$ cat src/common/dwu_pkg.sv
package dwu_pkg;
    // Number of watchpoints and the logical cores one control word can arm.
    localparam int DWU_NUM_WATCH = 4;
    localparam int DWU_NUM_CORES = 8;
    // Resource identifier layout of a processor-status operation.
    localparam int DWU_PS_SHIFT = 8;
    localparam logic [7:0] DWU_PS_TYPE = 8'h0C;
    // Register numbers of the first watchpoint in each bank.
    localparam logic [7:0] DWU_LOW_BASE = 8'h50;
    localparam logic [7:0] DWU_HIGH_BASE = 8'h60;
    localparam logic [7:0] DWU_CTRL_BASE = 8'h70;
    // Control word fields.
    localparam int DWU_CTRL_EN_BIT = 0;
    localparam int DWU_CTRL_OUT_BIT = 1;
    localparam int DWU_CTRL_LOAD_BIT = 2;
    localparam int DWU_CTRL_CORE_LSB = 16;
    localparam int DWU_CTRL_CORE_W = 8;
    localparam logic [31:0] DWU_CTRL_WMASK = 32'h00FF0007;
    // Values after reset.
    localparam logic [31:0] DWU_CTRL_RST = 32'h00000000;
    localparam logic [31:0] DWU_BOUND_RST = 32'h00000000;
    localparam logic [31:0] DWU_RDATA_RST = 32'h00000000;
    // Register bank selected by a processor-status number.
    typedef enum logic [1:0] {
        DWU_BANK_NONE = 2'b00,
        DWU_BANK_LOW = 2'b01,
        DWU_BANK_HIGH = 2'b10,
        DWU_BANK_CTRL = 2'b11
    } dwu_bank_e;
endpackage

$ cat src/rtl/dwu_watch.sv
`timescale 1ns/1ps
`default_nettype none
module dwu_watch
    import dwu_pkg::*;
#(
    parameter int NUM_CORES = 8
) (
    input wire logic sys_clk,
    input wire logic rst_n,
    input wire logic wr_low,
    input wire logic wr_high,
    input wire logic wr_ctrl,
    input wire logic [31:0] wdata,
    input wire logic [31:0] acc_addr,
    input wire logic acc_store,
    input wire logic [$clog2(NUM_CORES)-1:0] acc_core,
    output logic [31:0] low_q,
    output logic [31:0] high_q,
    output logic [31:0] ctrl_q,
    output logic hit
);
    logic [31:0] low_d;
    logic [31:0] high_d;
    logic [31:0] ctrl_d;
    logic [DWU_CTRL_CORE_W-1:0] core_en;
    logic in_incl;
    logic in_open;
    logic range_hit;

    // The core enable field has eight bits, and one core needs no index.
    if (NUM_CORES < 2 || NUM_CORES > DWU_CTRL_CORE_W) begin : g_bad_cores
        $error("NUM_CORES must lie between 2 and 8");
    end

    // Next values of the two bounds and the control word.
    always_comb begin
        low_d = wr_low ? wdata : low_q;
        high_d = wr_high ? wdata : high_q;
        ctrl_d = wr_ctrl ? (wdata & DWU_CTRL_WMASK) : ctrl_q;
    end

    // Reserved control bits never store, so they always read as zero.
    always_ff @(posedge sys_clk or negedge rst_n) begin
        if (!rst_n) begin
            low_q <= DWU_BOUND_RST;
            high_q <= DWU_BOUND_RST;
            ctrl_q <= DWU_CTRL_RST;
        end else begin
            low_q <= low_d;
            high_q <= high_d;
            ctrl_q <= ctrl_d;
        end
    end

    // Address match against the selected range mode, then the arming gates.
    always_comb begin
        core_en = ctrl_q[DWU_CTRL_CORE_LSB +: DWU_CTRL_CORE_W];
        in_incl = (acc_addr >= low_q) && (acc_addr <= high_q);
        in_open = (acc_addr > high_q) && (acc_addr < low_q);
        range_hit = ctrl_q[DWU_CTRL_OUT_BIT] ? !in_open : in_incl;
        hit = ctrl_q[DWU_CTRL_EN_BIT]
            && core_en[acc_core]
            && (acc_store || ctrl_q[DWU_CTRL_LOAD_BIT])
            && range_hit;
    end
endmodule
`default_nettype wire

$ cat src/rtl/dwu_top.sv
// Operation
// - Four 32-bit first-bound registers at 0x50-0x53.
// - Four 32-bit second-bound registers at 0x60-0x63.
// - Control registers 0x70-0x73, reserved bits read-only.
// - Bits 23:16 arm each logical core; reset zero.
// - Bit 2 lets loads trigger; reset zero.
// - Stores always trigger an armed watchpoint.
// - Bit 1 clear: inclusive range first to second.
// - Bit 1 set: outside open range second-first.
// - Bit 0 is master enable, reset zero.
// - Core reads registers via status operations; writes only in debug mode.
`timescale 1ns/1ps
`default_nettype none
module dwu_top
    import dwu_pkg::*;
#(
    parameter int NUM_CORES = DWU_NUM_CORES
) (
    input wire logic sys_clk,
    input wire logic rstn,
    input wire logic ps_req,
    input wire logic ps_write,
    input wire logic [15:0] ps_resource,
    input wire logic [31:0] ps_wdata,
    input wire logic dbg_mode,
    input wire logic acc_valid,
    input wire logic acc_store,
    input wire logic [$clog2(NUM_CORES)-1:0] acc_core,
    input wire logic [31:0] acc_addr,
    output logic ps_ack,
    output logic ps_err,
    output logic [31:0] ps_rdata,
    output logic wp_event,
    output logic [DWU_NUM_WATCH-1:0] wp_hit,
    output logic [1:0] wp_id,
    output logic [$clog2(NUM_CORES)-1:0] wp_core,
    output logic [31:0] wp_addr
);
    localparam int CW = $clog2(NUM_CORES);

    // The core enable field has eight bits, and one core needs no index.
    if (NUM_CORES < 2 || NUM_CORES > DWU_CTRL_CORE_W) begin : g_bad_cores
        $error("NUM_CORES must lie between 2 and 8");
    end

    logic rst_meta_q;
    logic rst_sync_q;
    logic rst_n;

    // The release is synchronised so that every flop leaves reset on one edge.
    always_ff @(posedge sys_clk or negedge rstn) begin
        if (!rstn) begin
            rst_meta_q <= 1'b0;
            rst_sync_q <= 1'b0;
        end else begin
            rst_meta_q <= 1'b1;
            rst_sync_q <= rst_meta_q;
        end
    end
    assign rst_n = rst_sync_q;

    logic [7:0] ps_num;
    logic type_ok;
    logic [1:0] ps_idx;
    dwu_bank_e bank;
    logic wr_ok;
    logic [DWU_NUM_WATCH-1:0] wr_low;
    logic [DWU_NUM_WATCH-1:0] wr_high;
    logic [DWU_NUM_WATCH-1:0] wr_ctrl;
    logic [31:0] low_v [DWU_NUM_WATCH];
    logic [31:0] high_v [DWU_NUM_WATCH];
    logic [31:0] ctrl_v [DWU_NUM_WATCH];
    logic [DWU_NUM_WATCH-1:0] hit_v;

    // Decode the resource identifier into a bank and a watchpoint index.
    always_comb begin
        ps_num = ps_resource[DWU_PS_SHIFT +: 8];
        type_ok = (ps_resource[7:0] == DWU_PS_TYPE);
        ps_idx = ps_num[1:0];
        if (!type_ok) begin
            bank = DWU_BANK_NONE;
        end else if (ps_num[7:2] == DWU_LOW_BASE[7:2]) begin
            bank = DWU_BANK_LOW;
        end else if (ps_num[7:2] == DWU_HIGH_BASE[7:2]) begin
            bank = DWU_BANK_HIGH;
        end else if (ps_num[7:2] == DWU_CTRL_BASE[7:2]) begin
            bank = DWU_BANK_CTRL;
        end else begin
            bank = DWU_BANK_NONE;
        end
        // Debug registers only accept writes while the tile is in debug mode.
        wr_ok = ps_req && ps_write && dbg_mode && (bank != DWU_BANK_NONE);
        for (int i = 0; i < DWU_NUM_WATCH; i++) begin
            wr_low[i] = wr_ok && (bank == DWU_BANK_LOW) && (ps_idx == i[1:0]);
            wr_high[i] = wr_ok && (bank == DWU_BANK_HIGH) && (ps_idx == i[1:0]);
            wr_ctrl[i] = wr_ok && (bank == DWU_BANK_CTRL) && (ps_idx == i[1:0]);
        end
    end

    // One comparator and register set per watchpoint.
    for (genvar g = 0; g < DWU_NUM_WATCH; g++) begin : g_watch
        dwu_watch #(
            .NUM_CORES(NUM_CORES)
        ) u_watch (
            .sys_clk(sys_clk),
            .rst_n(rst_n),
            .wr_low(wr_low[g]),
            .wr_high(wr_high[g]),
            .wr_ctrl(wr_ctrl[g]),
            .wdata(ps_wdata),
            .acc_addr(acc_addr),
            .acc_store(acc_store),
            .acc_core(acc_core),
            .low_q(low_v[g]),
            .high_q(high_v[g]),
            .ctrl_q(ctrl_v[g]),
            .hit(hit_v[g])
        );
    end

    logic ps_ack_d;
    logic ps_err_d;
    logic [31:0] ps_rdata_d;

    // Answer every operation one cycle later; unmapped or refused ones flag an error.
    always_comb begin
        ps_ack_d = ps_req;
        ps_err_d = ps_req && ((bank == DWU_BANK_NONE) || (ps_write && !dbg_mode));
        ps_rdata_d = DWU_RDATA_RST;
        if (ps_req && !ps_write) begin
            case (bank)
                DWU_BANK_LOW: ps_rdata_d = low_v[ps_idx];
                DWU_BANK_HIGH: ps_rdata_d = high_v[ps_idx];
                DWU_BANK_CTRL: ps_rdata_d = ctrl_v[ps_idx];
                default: ps_rdata_d = DWU_RDATA_RST;
            endcase
        end
    end

    always_ff @(posedge sys_clk or negedge rst_n) begin
        if (!rst_n) begin
            ps_ack <= 1'b0;
            ps_err <= 1'b0;
            ps_rdata <= DWU_RDATA_RST;
        end else begin
            ps_ack <= ps_ack_d;
            ps_err <= ps_err_d;
            ps_rdata <= ps_rdata_d;
        end
    end

    logic wp_event_d;
    logic [DWU_NUM_WATCH-1:0] wp_hit_d;
    logic [1:0] wp_id_d;
    logic [CW-1:0] wp_core_d;
    logic [31:0] wp_addr_d;

    // Lowest numbered watchpoint names the event when several match at once.
    always_comb begin
        wp_hit_d = acc_valid ? hit_v : '0;
        wp_event_d = |wp_hit_d;
        wp_id_d = wp_id;
        wp_core_d = wp_core;
        wp_addr_d = wp_addr;
        for (int i = DWU_NUM_WATCH - 1; i >= 0; i--) begin
            if (wp_hit_d[i]) begin
                wp_id_d = i[1:0];
            end
        end
        if (wp_event_d) begin
            wp_core_d = acc_core;
            wp_addr_d = acc_addr;
        end
    end

    // Identity and address hold after the pulse until the next event.
    always_ff @(posedge sys_clk or negedge rst_n) begin
        if (!rst_n) begin
            wp_event <= 1'b0;
            wp_hit <= '0;
            wp_id <= 2'h0;
            wp_core <= '0;
            wp_addr <= DWU_BOUND_RST;
        end else begin
            wp_event <= wp_event_d;
            wp_hit <= wp_hit_d;
            wp_id <= wp_id_d;
            wp_core <= wp_core_d;
            wp_addr <= wp_addr_d;
        end
    end

    // Helper terms: arming of watchpoint 0, and enable and load bits of all four, recomputed independently of the comparator.
    logic w0_armed;
    logic [DWU_NUM_WATCH-1:0] en_all;
    logic [DWU_NUM_WATCH-1:0] load_all;
    always_comb begin
        w0_armed = ctrl_v[0][0] && ctrl_v[0][16 + 32'(acc_core)];
        for (int i = 0; i < DWU_NUM_WATCH; i++) begin
            en_all[i] = ctrl_v[i][0];
            load_all[i] = ctrl_v[i][2];
        end
    end
endmodule
`default_nettype wire

$ cat config.mk
export PLATFORM = sky130hd
export DESIGN_NAME = dwu_top
export DESIGN_NICKNAME = d
export VERILOG_FILES = /design/src/common/dwu_pkg.sv /design/src/rtl/dwu_watch.sv /design/src/rtl/dwu_top.sv
export SDC_FILE = /design/constraint.sdc
export NUM_CORES = 1
export LEC_CHECK = 0
export BUFFER_PORTS_ARGS = -buffer_cell sky130_fd_sc_hd__buf_2
export CORE_MARGIN = 2
export CORE_UTILIZATION = 38
export CTS_CLUSTER_DIAMETER = 50
export DETAILED_ROUTE_END_ITERATION = 8
export GPL_TIMING_DRIVEN = 0
export PLACE_DENSITY = 0.61
export SLEW_MARGIN = 10
export SYNTH_ARGS = -nofsm -noshare
export SYNTH_HDL_FRONTEND = slang
export SYNTH_SLANG_ARGS = --single-unit
$ cat constraint.sdc
create_clock -name sys_clk -period 21.3 [get_ports sys_clk]
set_clock_uncertainty 0.1 [all_clocks]
set_input_delay 0 -clock sys_clk [delete_from_list [all_inputs] [get_ports sys_clk]]
set_output_delay 0 -clock sys_clk [all_outputs]
set_load 0.1 [all_outputs]
==> qor.yml, run 1 <==
ff2ff_path_depth: 12
holdWs_ns: 0.08867
synthCells: 2129
cts_made_buffers: 55
cts_tree: "yes"
first_iter_violations: 1453
p_leak_nw: 13.16
worstPathMaxFanout: 10
grt_pass1_vias: 18382
clock_sinks: 378
reg2reg_slack_ns: 16.37
firstDrtPassIters: 5
cp_slowest_cell: "a2111oi_0"
synthMuxAreaShare_pct: 16.99
dr_total_vias: 18254
htree_levels: 2
synthXorXnorAreaFrac_pct: 0
cts.path.max_buffers: 3
grt_pass1_wl_um: 115100
synth_area_per_cell_sq_um: 10.56
clk_pin_slew_ns: 0.06
final_util_pct: 45.94
syn-num-nets: 2475
synth_edf_count: 0
hpwl_um: 57160
ys_ff_latch: 378
drive_gt1_share_pct: 20.37
cp.depth: 12
worst_slew_pin_slew_ns: 1.236
status: "finished clean"
io_buffer_count: 139
initial_core_util_pct: 38.26
ys_async_sr_fraction_pct: 100.0
synth_top_family_by_area: "multiplexers"
synth-compound-area-share_pct: 11.34
netlist_area_sq_um: 22490
rr_startpoint: "g_watch[1].u_watch.high_q[9]"
cap_violations: 0
max_stage_delay_ns: 0.96
final-hold-violation-count: 0
drt_wl_total_um: 77220
cts_hold_buf: 81
regArea_sq_um: 9463
rsz0062_at_grt: "no"
synth.distinct_cells: 56
synthFlopType: "dfrtp_1"
cp.arrival_ns: 5.30
ant_nets: 0
antenna_found_initial: 0
cts.repair.resized: 0
die_w_um: 247.3
report.final.slew_viol_count: 0
route.detailed.drc: 0
grt_usage_pct: 25.39
die_h_um: 247.3
total_power_mw: 1.786
multi_input_area_sq_um: 11600
hp-class: "in -> reg"
yosysWarnings: 0
num-nets-final: 2759
p_per_area_nw_per_um2: 66.13
post-cts-setup-buffers: 0
syn_to_final_growth_pct: 20.09
path_delay_family: "compound AO/OA/AOI/OAI gates"
nFillCells: 5436
worstPathCellList: "inv_1 -> ha_1 -> nand4_1 -> a2111oi_0 -> nor3_1 -> o211ai_1 -> a2bb2oi_1 -> o211a_1 -> nor4_4 -> buf_8 -> buf_6 -> mux2_4"
dieArea_sq_um: 61150
setup_viol: 0
synth-seq-area-share_pct: 42.05
vias_per_cell: 5.653
num_rows: 89
grt_max_degree: 65
io_pins: 166
timing.critical_path.from: "g_watch[1].u_watch.high_q[9]"
ctsRootBufferMaster: "clkbuf_16"
wire_per_inst_um: 23.92
clock.fmax_ghz: 0.2029
maxSlewHeadroom_pct: 17.44
synthSimpleGateAreaFrac_pct: 8.995
worstSetupEndpointType: "register"
crit_buf_inv: 3
finalCritPeriodShare_pct: 23.14
crit_end: "wp_addr[16]"
clock_latency_ns: 0.62
place.gp.congestion: 0.9290
overflow: 0
core-area_sq_um: 58800
r2r-end: "wp_addr[16]"
cp-start-kind: "register"
criticalPathCategory: "reg -> reg"
crit_required_ns: 21.67
period_needed_ns: 4.930
synthAdderAreaFrac_pct: 14.24
fin_setup_tns_ns: 0
vdd.ir_drop.worst_v: 0.00006694
-- power by group --
part | total (mW) | switching [mW] | internal [mW] | leakage [nW]
registers | 0.721 | 0.00224 | 0.719 | 4.30
clock network | 0.937 | 0.369 | 0.568 | 0.893
logic | 0.129 | 0.0820 | 0.0465 | 7.97
-- cell usage after synthesis, drive strengths merged, types with 3 or more instances --
cell type	number	share of area [%]
dfrtp	378	42
inv	260	4.3
ha	256	14
nand2	235	3.9
o21ai	228	5.1
mux2	162	8.6
clkbuf	95	1.6
mux4	83	8.3
a21oi	81	1.8
nor2	72	1.2
nand4	51	1.4
a22oi	32	1.1
a21o	23	0.77
nand3	22	0.49
buf	20	0.44
a221oi	15	0.58
a211oi	11	0.39
o211ai	11	0.37
nor4	10	0.34
nor2b	9	0.25
a2111oi	8	0.37
and4	8	0.31
and2	7	0.19
nor3	6	0.13
a221o	5	0.22
nand2b	5	0.14
a2111o	4	0.20
or4	4	0.15
nor4b	3	0.12
-- logic make-up after synthesis --
logic type      after synthesis
simple gates                440
compound gates              432
flops                       378
buf+inv                     375
fa+ha+maj                   256
mux                         247
other cells                   1
-- layout make-up --
class                   instances  share of cell area [%]
plain buffers                 115                   1.691
clock inverters                33                   1.473
flip-flops and latches        378                   35.03
repair buffers                227                   6.216
well taps                     773                   3.581
clock buffers                  65                   5.420
multi-input cells            1376                   42.95
inverters                     260                   3.613
diodes                          2                 0.01853
-- stage by stage --
stage / setup slack (ns) / cell area, sq um / instances
after floorplan: 9.885 / 22490 / 2129
after global placement: 5.418 / 24160 / 3041
after detailed placement: 16.51 / 24330 / 3048
after CTS: 16.45 / 27000 / 3227
after global routing: 16.35 / 27010 / 3227
final: 16.37 / 27010 / 3229
-- state kept, by name (all words and copies together), names as in the netlist --
| signal | count |
|---|---|
| wp_addr | 32 |
| g_watch.u_watch.ctrl_q | 44 |
| ps_err | 1 |
| g_watch.u_watch.high_q | 128 |
| rst_n | 1 |
| g_watch.u_watch.low_q | 128 |
| wp_core | 3 |
| ps_rdata | 32 |
| ps_ack | 1 |
| rst_meta_q | 1 |
| wp_event | 1 |
| wp_hit | 4 |
| wp_id | 2 |
-- worst min-delay path by stage --
stage                 start                            end  cells after the start
2_1_floorplan          rstn                     rst_meta_q                      0
5_1_grt        ps_wdata[18]  g_watch[3].u_watch.ctrl_q[18]                      3
6_report       ps_wdata[22]  g_watch[1].u_watch.ctrl_q[22]                      3
4_1_cts        ps_wdata[18]  g_watch[1].u_watch.ctrl_q[18]                      3
3_3_place_gp           rstn                     rst_meta_q                      1
3_5_place_dp           rstn                     rst_meta_q                      1
-- per-layer routing --
metal	track usage [%]	wire [um]
met5	0	0
met1	35.29	34100
met2	39.10	34150
met4	10.23	3262
met3	4.623	5714
-- tightest hold or removal path: stages --
cell           delay (ns)
dlygate4sd3_1        0.52
buf_2                0.11
mux2_2               0.13
-- layout by cell type, fill, tap and decap left out, types with 6 or more instances in the layout --
| cell | n |
|---|---|
| nor2_1 | 70 |
| buf_1 | 15 |
| mux2_4 | 29 |
| nand3_1 | 22 |
| nor2b_1 | 9 |
| a22oi_1 | 32 |
| clkinv_2 | 6 |
| a21oi_1 | 81 |
| a221oi_1 | 15 |
| a211oi_1 | 10 |
| clkbuf_1 | 100 |
| clkinvlp_4 | 8 |
| clkbuf_16 | 55 |
| inv_1 | 260 |
| nor3_1 | 6 |
| a2111oi_0 | 6 |
| a21o_1 | 23 |
| nand2_1 | 235 |
| nand4_1 | 50 |
| and4_1 | 8 |
| dlygate4sd3_1 | 81 |
| ha_1 | 256 |
| mux2_2 | 133 |
| nor4_1 | 9 |
| o211ai_1 | 11 |
| bufinv_16 | 6 |
| o21ai_0 | 226 |
| dfrtp_1 | 377 |
| buf_2 | 140 |
| inv_6 | 6 |
| mux4_2 | 83 |
(Power assumes the default switching activity.)
==> run 2, diff against run 1 <==
Settings changed: ABC_AREA set to 1.
Clock period 21.3 ns to 5.1 ns, I/O delays scaled along.
==> qor.yml, run 2 <==
status: "finished clean"
vias_per_cell: 5.450
p_per_area_nw_per_um2: 276.7
wire_per_inst_um: 22.12
maxSlewHeadroom_pct: 17.66
yosysMostFrequentCell: "nand2_1"
clock_sinks: 378
report.final.slew_viol_count: 0
setup_viol: 0
synth-seq-area-share_pct: 41.92
synth_area_leader_cell: "dfrtp_1"
criticalPathCategory: "reg -> reg"
core-area_sq_um: 58910
num_antenna_cells: 0
place.gp.congestion: 0.9731
synth.area.top_cells: "dfrtp_1 (42%), ha_1 (14%), nand2_1 (12%)"
synth_top_cell_area_share_pct: 41.92
grt_max_degree: 58
drive_gt1_share_pct: 11.00
drt_wl_total_um: 87070
dieArea_sq_um: 61350
synth.distinct_cells: 44
post-cts-setup-buffers: 0
first_iter_violations: 2252
finalCritPeriodShare_pct: 75.00
cp.arrival_ns: 4.27
ant_nets: 0
antenna_found_initial: 2
hp-class: "in -> reg"
ys_ff_latch: 378
dr_total_vias: 21453
hpwl_um: 63540
cts_tree: "yes"
min_path_cells: 7
rr_startpoint: "g_watch[3].u_watch.high_q[15]"
clock_latency_ns: 0.63
period_needed_ns: 3.825
vdd.ir_drop.worst_v: 0.0002458
whs_endpoint: "ps_rdata[29]"
grt_pass1_wl_um: 128900
syn-num-nets: 3158
netlist_area_sq_um: 22570
final_common_cell: "nand2_1"
route.detailed.drc: 0
num-nets-final: 3469
total_power_mw: 7.527
rsz0062_at_grt: "no"
multi_input_area_sq_um: 11060
clk_pin_slew_ns: 0.06
reg_top3: "g_watch.u_watch.high_q x128, g_watch.u_watch.low_q x128, g_watch.u_watch.ctrl_q x44"
overflow: 0
cts.path.max_buffers: 3
nFillCells: 5831
ys_async_sr_fraction_pct: 100.0
initial_core_util_pct: 38.31
ys_top_cells_by_count: "nand2_1 (732), inv_1 (384), dfrtp_1 (378), ha_1 (256), o21ai_1 (217)"
hold_start: "ps_resource[14]"
htree_levels: 2
io_buffer_count: 165
synth_edf_count: 0
grt_pass1_vias: 20626
worst_slew_pin_slew_ns: 1.235
cap_violations: 0
worstPathMaxFanout: 10
firstDrtPassIters: 8
post_dp_cell_area_sq_um: 24560
ff2ff_path_depth: 15
num_rows: 89
regArea_sq_um: 9463
die_w_um: 247.7
cp-start-kind: "register"
synth_area_per_cell_sq_um: 8.025
die_h_um: 247.7
mostFrequentLayoutCells: "nand2_1 (732), inv_1 (384), dfrtp_1 (377), ha_1 (256), o21ai_1 (217)"
worstSetupEndpointType: "register"
reg2reg_slack_ns: 1.28
worstPathCellList: "inv_1 -> ha_1 -> nand2_1 -> nor3_1 -> nand2_1 -> nand2_1 -> nand2_1 -> a21oi_1 -> nand2_1 -> nand2_1 -> nand2_2 -> nor2_4 -> buf_4 -> nand2_1 -> nand2_1"
synthFlopType: "dfrtp_1"
grt_usage_pct: 28.39
cts_made_buffers: 53
max_stage_delay_ns: 0.64
clock.fmax_ghz: 0.2615
ctsRootBufferMaster: "clkbuf_16"
syn_to_final_growth_pct: 20.52
design_area_sq_um: 27200
crit_required_ns: 5.55
holdWs_ns: 0.02567
synthCells: 2812
crit_top_cell: "nand2_1"
io_pins: 166
final-hold-violation-count: 0
r2r-end: "wp_addr[15]"
cp_slowest_cell: "nor3_1"
yosysWarnings: 0
final_util_pct: 46.17
p_leak_nw: 12.74
## run 2: cell types whose count changed after synthesis, sizes merged, moves of 51 or more
cell / previous run / this run
o21ai: 228 / 421
inv: 260 / 386
nand2: 235 / 742
mux2: 162 / 0
buf: 20 / 71
mux4: 83 / 0
a21oi: 81 / 163
## run 2: per-layer routing
metal	vias to the layer above	wire length (um)	global-route usage [%]
met5	-	28	0
li1	9938	-	-
met4	4	3596	11.78
met1	10311	37070	37.87
met3	208	7671	6.304
met2	992	38700	44.51
## run 2: worst max-delay path, delay by kind of cell, from the launching register on
kind,cells,cell delay (ns)
compound gates,1,0.14
buf+inv,2,0.40
fa+ha+maj,1,0.29
simple gates,11,2.39
flops,1,0.42
## run 2: worst max path at each step
stage | from | end | slack [ns] | cells past startpoint
after global placement | rst_n | ps_rdata[12] | -0.42 | 0
after global routing | g_watch[0].u_watch.high_q[14] | wp_addr[16] | 1.16 | 15
after detailed placement | g_watch[0].u_watch.high_q[15] | wp_addr[20] | 1.50 | 15
after CTS | g_watch[3].u_watch.high_q[15] | wp_addr[19] | 1.49 | 15
after floorplan | rst_n | g_watch[0].u_watch.ctrl_q[0] | 1.28 | 0
final | g_watch[3].u_watch.high_q[15] | wp_addr[15] | 1.28 | 15
## run 2: layout make-up
cell class                 instances  share of cell area (%)
multi-input combinational       1929                   40.68
sequential                       378                   34.79
timing repair buffer             256                   6.836
clock buffer                      68                   5.419
inverter                         389                   5.369
tap                              773                   3.556
buffer                           116                   2.144
clock inverter                    27                   1.201
## run 2: what timing repair did
item                      in CTS  in global routing
hold endpoints to repair     324                  0
gates resized for setup        0                  0
hold buffers                  84                  0
## run 2: kinds of logic (layout without fill, tap and decap cells)
group	count (synthesis)	count (layout)	share of synthesized area, %
simple gates	923	923	16.59
compound gates	749	749	18.22
buf+inv	505	856	9.054
flops	378	378	41.92
fa+ha+maj	256	256	14.19
other cells	1	1	0.01662
## run 2: stage by stage
stage,setup WS [ns],cells,setup TNS (ns)
final,1.275,3936,0
after floorplan,1.278,2812,0
after global routing,1.160,3936,0
after global placement,-0.4187,3750,-136.51
after detailed placement,1.505,3757,0
after CTS,1.489,3936,0
## run 2: power by group
part           internal (mW)  switching, mW
Sequential              3.00        0.00671
Combinational          0.219          0.466
Clock                   2.31           1.52
